## config.mk

```make
export PLATFORM = sky130hd
export DESIGN_NAME = twu_top
export DESIGN_NICKNAME = d
export VERILOG_FILES = /design/src/hw/twu_pkg.sv /design/src/hw/twu_top.sv
export SDC_FILE = /design/constraint.sdc
export NUM_CORES = 1
export LEC_CHECK = 0
export BUFFER_PORTS_ARGS = -buffer_cell sky130_fd_sc_hd__buf_2
export CAP_MARGIN = 0
export CORE_ASPECT_RATIO = 1.4
export CORE_MARGIN = 10
export CORE_UTILIZATION = 55
export CTS_CLUSTER_DIAMETER = 80
export CTS_CLUSTER_SIZE = 8
export DETAILED_ROUTE_END_ITERATION = 8
export PLACE_DENSITY = 0.77
export SETUP_SLACK_MARGIN = 0.15
export SLEW_MARGIN = 20
export SYNTH_ARGS = -nofsm -noshare
export SYNTH_HDL_FRONTEND = slang
export SYNTH_SLANG_ARGS = --single-unit
export TNS_END_PERCENT = 100
```

## constraint.sdc

```tcl
create_clock -name aclk -period 2.9 [get_ports aclk]
set_clock_uncertainty 0.1 [all_clocks]
set_input_delay 0.58 -clock aclk [delete_from_list [all_inputs] [get_ports aclk]]
set_output_delay 0.58 -clock aclk [all_outputs]
set_load 0.005 [all_outputs]
```

## src/hw/twu_pkg.sv

```systemverilog
/*
 * Constants for the two-wire unit: register map, control and status
 * fields, status codes and bit timing.
 * Assumes a 40 MHz system clock and a 32-bit AXI4-Lite register bus.
 */
// Functional notes
// - Wired-AND clock: shortest high phase and longest low phase win.
// - High and low counters restart on every observed clock line edge.
// - Sample data line after each driven bit; mismatch means arbitration lost.
// - Loss only when we released data high and the line reads low.
// - On loss switch to slave mode and compare the winner's address.
// - After loss release data; clock only until current packet ends.
// - Arbitration checks continue through data packets, bit by bit.
// - Flag set after every bus event except a stop; interrupt needs local and global enable.
// - Status register holds a bus state code whenever the flag is set.
// - Writing one to the flag bit clears it; zero leaves it.
// - No operation while flag set; run the control operation once cleared.
// - After a sent start, set flag and load start-sent status.
// - After a sent packet, set flag with status telling acknowledge or not.
// - One data register holds address-with-direction or data byte.
// - A completed stop does not set the flag.
// - Clock line held low while the flag is set, except after arbitration loss, when it is released at packet end.
// - Arbitration loss also sets the flag.
// - Address packet: seven address bits first, then direction, then ack.
package twu_pkg;
   localparam logic [7:0] OFF_CONTROL = 8'h00;
   localparam logic [7:0] OFF_STATUS  = 8'h04;
   localparam logic [7:0] OFF_DATA    = 8'h08;
   localparam logic [7:0] OFF_OWNADDR = 8'h0C;

   localparam int CTL_FLAG  = 7;
   localparam int CTL_ACK   = 6;
   localparam int CTL_START = 5;
   localparam int CTL_STOP  = 4;
   localparam int CTL_EN    = 2;
   localparam int CTL_IE    = 0;

   localparam logic [7:0] ST_START     = 8'h08;
   localparam logic [7:0] ST_RSTART    = 8'h10;
   localparam logic [7:0] ST_AW_ACK    = 8'h18;
   localparam logic [7:0] ST_AW_NACK   = 8'h20;
   localparam logic [7:0] ST_DT_ACK    = 8'h28;
   localparam logic [7:0] ST_DT_NACK   = 8'h30;
   localparam logic [7:0] ST_ARB_LOST  = 8'h38;
   localparam logic [7:0] ST_AR_ACK    = 8'h40;
   localparam logic [7:0] ST_AR_NACK   = 8'h48;
   localparam logic [7:0] ST_DR_ACK    = 8'h50;
   localparam logic [7:0] ST_DR_NACK   = 8'h58;
   localparam logic [7:0] ST_LOST_ADDR = 8'h68;
   localparam logic [7:0] ST_IDLE      = 8'hF8;

   localparam logic [1:0] RESP_OKAY   = 2'b00;
   localparam logic [1:0] RESP_SLVERR = 2'b10;

   localparam int CLK_HZ       = 40_000_000;
   localparam int HALF_NS      = 2_500;
   localparam int HALF_CYC     = (HALF_NS * (CLK_HZ / 1_000_000)) / 1_000;
   localparam int PACKET_BITS  = 9;
endpackage : twu_pkg

```

## src/hw/twu_top.sv

```systemverilog
/*
 * Two-wire unit: byte-oriented multi-master controller with AXI4-Lite
 * registers, clock synchronisation, arbitration and a completion flag.
 * Assumes open-drain bus lines resolved outside; pins are asynchronous.
 */
// Implementation choices: the address map and the AXI4-Lite interface to the registers.
`timescale 1ns/1ps
module twu_top #(
   parameter int HALF = twu_pkg::HALF_CYC
) (
   input  wire logic        aclk,
   input  wire logic        aresetn,
   input  wire logic [7:0]  s_axi_awaddr,
   input  wire logic        s_axi_awvalid,
   output logic             s_axi_awready,
   input  wire logic [31:0] s_axi_wdata,
   input  wire logic [3:0]  s_axi_wstrb,
   input  wire logic        s_axi_wvalid,
   output logic             s_axi_wready,
   output logic [1:0]       s_axi_bresp,
   output logic             s_axi_bvalid,
   input  wire logic        s_axi_bready,
   input  wire logic [7:0]  s_axi_araddr,
   input  wire logic        s_axi_arvalid,
   output logic             s_axi_arready,
   output logic [31:0]      s_axi_rdata,
   output logic [1:0]       s_axi_rresp,
   output logic             s_axi_rvalid,
   input  wire logic        s_axi_rready,
   input  wire logic        cpu_global_ie,
   output logic             irq,
   input  wire logic        scl_i,
   output logic             scl_o,
   output logic             scl_oe,
   input  wire logic        sda_i,
   output logic             sda_o,
   output logic             sda_oe
);
   initial begin
      if (HALF < 2 || HALF > 65535)
         $error("HALF out of range");
   end

   typedef enum logic [2:0] {
      TWU_IDLE  = 3'b000,
      TWU_START = 3'b001,
      TWU_BITS  = 3'b010,
      TWU_STOP  = 3'b011,
      TWU_WAIT  = 3'b100,
      TWU_SLV   = 3'b101
   } twu_state_t;

   twu_state_t  state;
   logic [1:0]  scl_sy, sda_sy;
   logic        scl_q, sda_q;
   logic [7:0]  control_reg, bus_status_reg, byte_shift_reg, own_addr;
   logic        flag;
   logic [15:0] tcnt;
   logic [3:0]  bitn;
   logic [1:0]  ph;
   logic        lost, is_addr, rd_dir, drive_low, started, acked;
   logic        aw_hold, w_hold;
   logic [7:0]  aw_addr;
   logic [31:0] w_data;
   logic        wr_fire;

   wire scl_s    = scl_sy[1];
   wire sda_s    = sda_sy[1];
   wire scl_rise = scl_s & ~scl_q;
   wire scl_fall = ~scl_s & scl_q;
   wire tdone    = (tcnt == 16'(HALF - 1));

   // Bus pins are asynchronous; two stages before any use.
   always_ff @(posedge aclk) begin
      if (!aresetn) begin
         scl_sy <= 2'b11;
         sda_sy <= 2'b11;
         scl_q  <= 1'b1;
         sda_q  <= 1'b1;
      end else begin
         scl_sy <= {scl_sy[0], scl_i};
         sda_sy <= {sda_sy[0], sda_i};
         scl_q  <= scl_s;
         sda_q  <= sda_s;
      end
   end

   // AXI4-Lite write: address and data accepted in either order.
   assign wr_fire = aw_hold & w_hold & ~s_axi_bvalid;
   always_ff @(posedge aclk) begin
      if (!aresetn) begin
         aw_hold       <= 1'b0;
         w_hold        <= 1'b0;
         aw_addr       <= 8'h00;
         w_data        <= 32'h0000_0000;
         s_axi_awready <= 1'b0;
         s_axi_wready  <= 1'b0;
         s_axi_bvalid  <= 1'b0;
         s_axi_bresp   <= twu_pkg::RESP_OKAY;
      end else begin
         s_axi_awready <= ~aw_hold & ~s_axi_awready;
         s_axi_wready  <= ~w_hold & ~s_axi_wready;
         if (s_axi_awvalid && s_axi_awready) begin
            aw_hold <= 1'b1;
            aw_addr <= s_axi_awaddr;
         end
         if (s_axi_wvalid && s_axi_wready) begin
            w_hold <= 1'b1;
            w_data <= s_axi_wdata;
         end
         if (wr_fire) begin
            aw_hold      <= 1'b0;
            w_hold       <= 1'b0;
            s_axi_bvalid <= 1'b1;
            case (aw_addr)
               twu_pkg::OFF_CONTROL, twu_pkg::OFF_DATA,
               twu_pkg::OFF_OWNADDR, twu_pkg::OFF_STATUS:
                  s_axi_bresp <= twu_pkg::RESP_OKAY;
               default: s_axi_bresp <= twu_pkg::RESP_SLVERR;
            endcase
         end else if (s_axi_bvalid && s_axi_bready) begin
            s_axi_bvalid <= 1'b0;
         end
      end
   end

   wire wr_ctl  = wr_fire && aw_addr == twu_pkg::OFF_CONTROL && s_axi_wstrb[0];
   wire wr_dat  = wr_fire && aw_addr == twu_pkg::OFF_DATA && s_axi_wstrb[0];
   wire wr_own  = wr_fire && aw_addr == twu_pkg::OFF_OWNADDR && s_axi_wstrb[0];
   wire clr_req = wr_ctl && w_data[twu_pkg::CTL_FLAG];
   // The enable bit of the same control write gates the operation it asks for.
   wire enable  = w_data[twu_pkg::CTL_EN];

   // AXI4-Lite read.
   always_ff @(posedge aclk) begin
      if (!aresetn) begin
         s_axi_arready <= 1'b0;
         s_axi_rvalid  <= 1'b0;
         s_axi_rdata   <= 32'h0000_0000;
         s_axi_rresp   <= twu_pkg::RESP_OKAY;
      end else begin
         s_axi_arready <= ~s_axi_rvalid & ~s_axi_arready;
         if (s_axi_arvalid && s_axi_arready) begin
            s_axi_rvalid <= 1'b1;
            s_axi_rresp  <= twu_pkg::RESP_OKAY;
            case (s_axi_araddr)
               twu_pkg::OFF_CONTROL:
                  s_axi_rdata <= {24'h000000, flag, control_reg[6:0]};
               twu_pkg::OFF_STATUS:
                  s_axi_rdata <= {24'h000000, bus_status_reg};
               twu_pkg::OFF_DATA:
                  s_axi_rdata <= {24'h000000, byte_shift_reg};
               twu_pkg::OFF_OWNADDR:
                  s_axi_rdata <= {24'h000000, own_addr};
               default: begin
                  s_axi_rdata <= 32'h0000_0000;
                  s_axi_rresp <= twu_pkg::RESP_SLVERR;
               end
            endcase
         end else if (s_axi_rvalid && s_axi_rready) begin
            s_axi_rvalid <= 1'b0;
         end
      end
   end

   always_ff @(posedge aclk) begin
      if (!aresetn) begin
         control_reg <= 8'h00;
         own_addr    <= 8'h00;
      end else begin
         if (wr_ctl)
            control_reg <= {1'b0, w_data[6:0]};
         if (wr_own)
            own_addr <= w_data[7:0];
      end
   end

   // Phase timer restarts on every edge of the shared clock line, so
   // the longest low and shortest high among masters set the pace.
   always_ff @(posedge aclk) begin
      if (!aresetn)
         tcnt <= 16'h0000;
      else if (scl_rise || scl_fall || tdone || state == TWU_IDLE)
         tcnt <= 16'h0000;
      else
         tcnt <= tcnt + 16'h0001;
   end

   wire flag_set = (state == TWU_START && ph == 2'd2 && tdone)
                 || (state == TWU_BITS && bitn == 4'(twu_pkg::PACKET_BITS)
                     && scl_fall && !lost)
                 || (state == TWU_BITS && scl_rise && drive_low == 1'b0
                     && !sda_s && bitn < 4'd8 && !lost);

   // Completion flag: hardware set wins over a software clear.
   always_ff @(posedge aclk) begin
      if (!aresetn)
         flag <= 1'b0;
      else if (flag_set)
         flag <= 1'b1;
      else if (clr_req)
         flag <= 1'b0;
   end

   always_ff @(posedge aclk) begin
      if (!aresetn)
         irq <= 1'b0;
      else
         irq <= flag & control_reg[twu_pkg::CTL_IE] & cpu_global_ie;
   end

   // Main sequencer. Phases step through start (0 to 2) and stop (0 to 1).
   always_ff @(posedge aclk) begin
      if (!aresetn) begin
         state          <= TWU_IDLE;
         bitn           <= 4'h0;
         ph             <= 2'd0;
         lost           <= 1'b0;
         is_addr        <= 1'b0;
         rd_dir         <= 1'b0;
         drive_low      <= 1'b0;
         started        <= 1'b0;
         acked          <= 1'b0;
         scl_o          <= 1'b0;
         scl_oe         <= 1'b0;
         sda_o          <= 1'b0;
         sda_oe         <= 1'b0;
         byte_shift_reg <= 8'h00;
         bus_status_reg <= twu_pkg::ST_IDLE;
      end else begin
         sda_o <= 1'b0;
         scl_o <= 1'b0;
         if (wr_dat && (flag || state == TWU_IDLE))
            byte_shift_reg <= w_data[7:0];
         unique case (state)
            TWU_IDLE, TWU_WAIT: begin
               scl_oe <= flag && started;
               // Operation runs only once the flag is cleared.
               if (clr_req && enable) begin
                  if (w_data[twu_pkg::CTL_START]) begin
                     state <= TWU_START;
                     ph    <= 2'd0;
                     sda_oe <= 1'b0;
                     scl_oe <= 1'b0;
                  end else if (w_data[twu_pkg::CTL_STOP] && started) begin
                     state  <= TWU_STOP;
                     ph     <= 2'd0;
                     sda_oe <= 1'b1;
                  end else if (started) begin
                     state     <= TWU_BITS;
                     bitn      <= 4'h0;
                     lost      <= 1'b0;
                     drive_low <= ~byte_shift_reg[7];
                     sda_oe    <= ~byte_shift_reg[7];
                  end
               end
            end
            TWU_START: begin
               // Release both, then pull data low with clock high, then clock.
               if (tdone) begin
                  ph <= ph + 2'd1;
                  if (ph == 2'd1)
                     sda_oe <= 1'b1;
                  if (ph == 2'd2) begin
                     scl_oe  <= 1'b1;
                     bus_status_reg <= started ? twu_pkg::ST_RSTART
                                               : twu_pkg::ST_START;
                     started <= 1'b1;
                     is_addr <= 1'b1;
                     state   <= TWU_WAIT;
                  end
               end
            end
            TWU_BITS: begin
               if (scl_fall) begin
                  scl_oe <= 1'b1;
                  if (bitn == 4'(twu_pkg::PACKET_BITS)) begin
                     // Packet done; a loser lets go of both lines.
                     if (lost) begin
                        state   <= TWU_IDLE;
                        scl_oe  <= 1'b0;
                        started <= 1'b0;
                     end else begin
                        state <= TWU_WAIT;
                     end
                     sda_oe <= 1'b0;
                     is_addr <= 1'b0;
                  end else if (bitn == 4'd8) begin
                     drive_low <= 1'b0;
                     sda_oe    <= 1'b0;   // release for acknowledge
                  end else begin
                     drive_low <= lost ? 1'b0 : ~byte_shift_reg[7];
                     sda_oe    <= lost ? 1'b0 : ~byte_shift_reg[7];
                  end
               end else if (tdone && scl_s == 1'b0 && scl_oe) begin
                  scl_oe <= 1'b0;
               end else if (tdone && scl_s && !scl_oe) begin
                  scl_oe <= 1'b1;
               end
               if (scl_rise) begin
                  if (bitn < 4'd8) begin
                     // Shift MSB first; sampled level replaces driven one.
                     byte_shift_reg <= {byte_shift_reg[6:0], sda_s};
                     if (bitn == 4'd7 && is_addr)
                        rd_dir <= sda_s;
                     if (!drive_low && !sda_s && !lost) begin
                        // Released high but line low: lost.
                        lost <= 1'b1;
                        bus_status_reg <= is_addr ? twu_pkg::ST_LOST_ADDR
                                                  : twu_pkg::ST_ARB_LOST;
                        state <= TWU_SLV;
                     end
                  end else begin
                     acked <= ~sda_s;
                     if (!lost)
                        bus_status_reg <= is_addr ?
                           (rd_dir ? (sda_s ? twu_pkg::ST_AR_NACK
                                            : twu_pkg::ST_AR_ACK)
                                   : (sda_s ? twu_pkg::ST_AW_NACK
                                            : twu_pkg::ST_AW_ACK))
                         : (sda_s ? twu_pkg::ST_DT_NACK
                                  : twu_pkg::ST_DT_ACK);
                  end
                  bitn <= bitn + 4'd1;
               end
            end
            TWU_SLV: begin
               // Keep clocking out the packet with data released, while the
               // shift register keeps collecting the winner's address.
               sda_oe <= 1'b0;
               if (scl_rise) begin
                  if (bitn < 4'd8)
                     byte_shift_reg <= {byte_shift_reg[6:0], sda_s};
                  bitn <= bitn + 4'd1;
               end
               if (scl_fall) begin
                  if (bitn == 4'(twu_pkg::PACKET_BITS)) begin
                     state   <= TWU_IDLE;
                     scl_oe  <= 1'b0;
                     started <= 1'b0;
                     is_addr <= 1'b0;
                  end else begin
                     scl_oe <= 1'b1;
                  end
               end else if (tdone && !scl_s && scl_oe) begin
                  scl_oe <= 1'b0;
               end else if (tdone && scl_s && !scl_oe) begin
                  scl_oe <= 1'b1;
               end
               if (is_addr && bitn == 4'd7 && scl_rise
                   && byte_shift_reg[6:0] == own_addr[6:0])
                  bus_status_reg <= twu_pkg::ST_LOST_ADDR;
            end
            TWU_STOP: begin
               // Data low, release clock, then release data; no flag.
               if (tdone) begin
                  ph <= ph + 2'd1;
                  if (ph == 2'd0)
                     scl_oe <= 1'b0;
                  if (ph == 2'd1) begin
                     sda_oe  <= 1'b0;
                     started <= 1'b0;
                     bus_status_reg <= twu_pkg::ST_IDLE;
                     state   <= TWU_IDLE;
                  end
               end
            end
            default: state <= TWU_IDLE;
         endcase
      end
   end
endmodule : twu_top

```

==> reports/metrics.cfg <==
[setup_path]
r2r.worst_path.cells=5
worst-path-max-fanout=24
arrival_ns=2.41
launch_point_of_the_worst_path=state[2]
crit_path_cell_trace=or3b_1 > nand2_1 > a22oi_1 > nand3b_1 > a21oi_1
slack_of_the_worst_reg_to_reg_path_ns=0.60
critical_path.reg2reg.endpoint=bitn[1]
cpPeakStageDelay_ns=0.81
setup.worst_path.end_class=register
crit-reg2reg-launch=state[2]
endpoint=bitn[1]
timing.critical_path.from_type=register
worst_ep_required_time_ns=3.01
cp_slowest_cell=sky130_fd_sc_hd__dfxtp_1
critical_path_class=reg -> reg

[cts]
tritoncts=yes
clock_insertion_delay_worst_skew_ns=0.35
cts.root.buffer_cell=sky130_fd_sc_hd__clkbuf_16
clock_pin_slew_worst_setup_and_hold_paths_ns=0.07
cts-resized-gates=0
hold_buffer_count_at_cts=0
cts_htree_levels=3
cts-buffers-inserted=9
tritoncts_num_sinks=100
cts_buffer_depth=2
post_cts.repair.setup_buffers=0

[grt]
groute.usage.overall_pct=17.6
first_global_vias=4159
overflow=0
largest_net_degree_at_the_start_of_global_routing=60
initial_antenna_violation_count=0
grt_first_pass_wirelength_um=19600

[timing]
max_clock_freq_ghz=0.435
tightest_slew_ns=0.759
share_of_the_clock_period_used_by_the_worst_path_after_layout_pct=79.2
timing.final.crit_period_ns=2.30
final_setup_margin_ns=0.602
finalHoldViolations=0
final.setup.tns_ns=0
rsz_0062_raised_after_global_routing=no
number_of_slew_limit_violations_in_the_final_report=0
finalSetupViolations=0
hold-worst-slack_ns=0.305
slew_margin_rel_pct=49.3

[routing]
antenna_left=0
via_count=4276
drc=0
avgRoutedWirePerCell_um=16.4
drt-pass1-iter-count=5
first_iter_violations=293
avgViaCountPerCell=5.83
totalWireLength_um=12000

[synth]
syn-mean-instance-area_um2=8.58
syn-instance-count=588
yosys_warnings=0
syn_area_um2=5050
postSynth.asyncResetShare_pct=0
synth_top_flop_cell=sky130_fd_sc_hd__dfxtp_1
synth.distinct_cells=67
synth.yosys.seq_area_share_pct=39.7
synth_edf_count=0
ys_ff_latch=100

[worst_hold_path]
timing.hold.worst.start=scl_i
hold_path.class=in -> reg

[die]
die_width_um=101
num_rows=41
die_height_um=133
die_area_um2=13500
i_o_pin_count=108
initial_utilization_pct=56.2
core_area_um2=8980

[run_status]
run_status=complete, no violations

[cells_and_area]
layout.nets=695
post_route_cells_drive_above_1_share_pct=14.2
finish.utilization_pct=61.9
synthToLayoutAreaGrowth_pct=10.1
antenna_cells_inserted=0
regMostFlops=tcnt
largest_reg_flops=16

[placed_design]
pre_cts_ws_ns=0.600
place.port_buffers=52
place_hpwl_um=8750
replace_congestion=0.923

[pwr]
leakagePower_nw=2.18
vdd_ir_drop_max_mv=0.427
cellPowerDensity_nw_per_um2=519

[run]
cap_viol_max_count=0

-- cell type report --
class                      instances  area (µm²)
clock buffer                       9         225
sequential                       100        2000
fill                             775        3420
tap                              107         134
timing repair buffer              56         290
inverter                          21        78.8
multi-input combinational        434        2720
clock inverter                     7         105
-- worst min-delay path by stage --
stage               depth (start not counted)         to
floorplan                                   1  scl_sy[1]
global placement                            1  scl_sy[1]
detailed placement                          1  scl_sy[1]
CTS                                         2  scl_sy[0]
global route                                2  sda_sy[0]
finish                                      2  scl_sy[0]
-- stage by stage --
| step | total power [W] | cell area, µm² | std cells |
|---|---|---|---|
| 2_1_floorplan | 0.00156 | 5150 | 615 |
| 3_3_place_gp | 0.00158 | 5230 | 718 |
| 3_5_place_dp | 0.00159 | 5230 | 718 |
| 4_1_cts | 0.00290 | 5560 | 734 |
| 5_1_grt | 0.00297 | 5560 | 734 |
| 6_report | 0.00289 | 5560 | 734 |
-- placed cells by master (no fill, tap or decap), types with 7 or more instances in the layout --
cell type / count
sky130_fd_sc_hd__mux2i_1: 33
sky130_fd_sc_hd__nor2_1: 67
sky130_fd_sc_hd__inv_1: 20
sky130_fd_sc_hd__nand2_1: 41
sky130_fd_sc_hd__a21oi_1: 52
sky130_fd_sc_hd__clkbuf_16: 9
sky130_fd_sc_hd__o21ai_0: 27
sky130_fd_sc_hd__buf_2: 52
sky130_fd_sc_hd__dfxtp_1: 100
sky130_fd_sc_hd__conb_1: 28
sky130_fd_sc_hd__a22oi_1: 12
sky130_fd_sc_hd__nor3_1: 13
sky130_fd_sc_hd__or3_1: 7
sky130_fd_sc_hd__ha_1: 11
sky130_fd_sc_hd__xnor2_1: 11
sky130_fd_sc_hd__xor2_1: 12
sky130_fd_sc_hd__nand3_1: 32
sky130_fd_sc_hd__nand2b_1: 11
sky130_fd_sc_hd__a31oi_1: 7
-- kinds of logic (layout without fill, tap and decap cells) --
family	Yosys count	in the layout	synth area share, %
AOI/OAI and AO/OA	124	124	15.1
xor gates and xnor gates	23	23	3.99
adders and majority gates	11	11	2.73
buffers and inverters	81	93	8.38
DFF	100	100	39.7
muxes	38	38	8.78
other	1	28	0.0743
and+or+nand+nor	210	210	21.3
-- Yosys cell counts, drive strengths merged (3+ instances only) --
cell type    n  area [µm²]
dfxtp      100        2000
a21oi       52         260
nor4         6        65.1
and4         4        35.0
nand3b       5        37.5
mux2i       33         330
o311ai       3        33.8
xor2        12         105
o21ai       27         135
nor2b        3        18.8
nand2       41         154
nor2        68         258
a22oi       12        90.1
a31oi        7        43.8
or3          7        43.8
or2          3        18.8
xnor2       11        96.3
clkbuf      24        91.3
ha          11         138
mux4         5         113
nor3        14        75.1
buf         36         253
nand2b      11        68.8
inv         20        75.1
nand3       32         160
-- power breakdown --
group | total, W | switching (W) | internal, W
Clock | 0.00133 | 0.000558 | 0.000770
Combinational | 0.000134 | 0.0000805 | 0.0000534
Sequential | 0.00142 | 0.0000301 | 0.00139
-- metal layers --
layer	vias up	share of wire [%]	global-route usage [%]
met5	-	0	0
met4	0	3.0	9.08
met3	32	7.0	3.78
met2	128	53	31.2
met1	2030	37	18.7
li1	2086	-	-
-- critical path: cells and delay by family, from the launching register on --
| family | cells | cell delay (ns) |
|---|---|---|
| and+or+nand+nor | 3 | 0.72 |
| DFF | 1 | 0.81 |
| AOI/OAI and AO/OA | 2 | 0.52 |
Note: power is estimated with default switching activity, not from simulation.
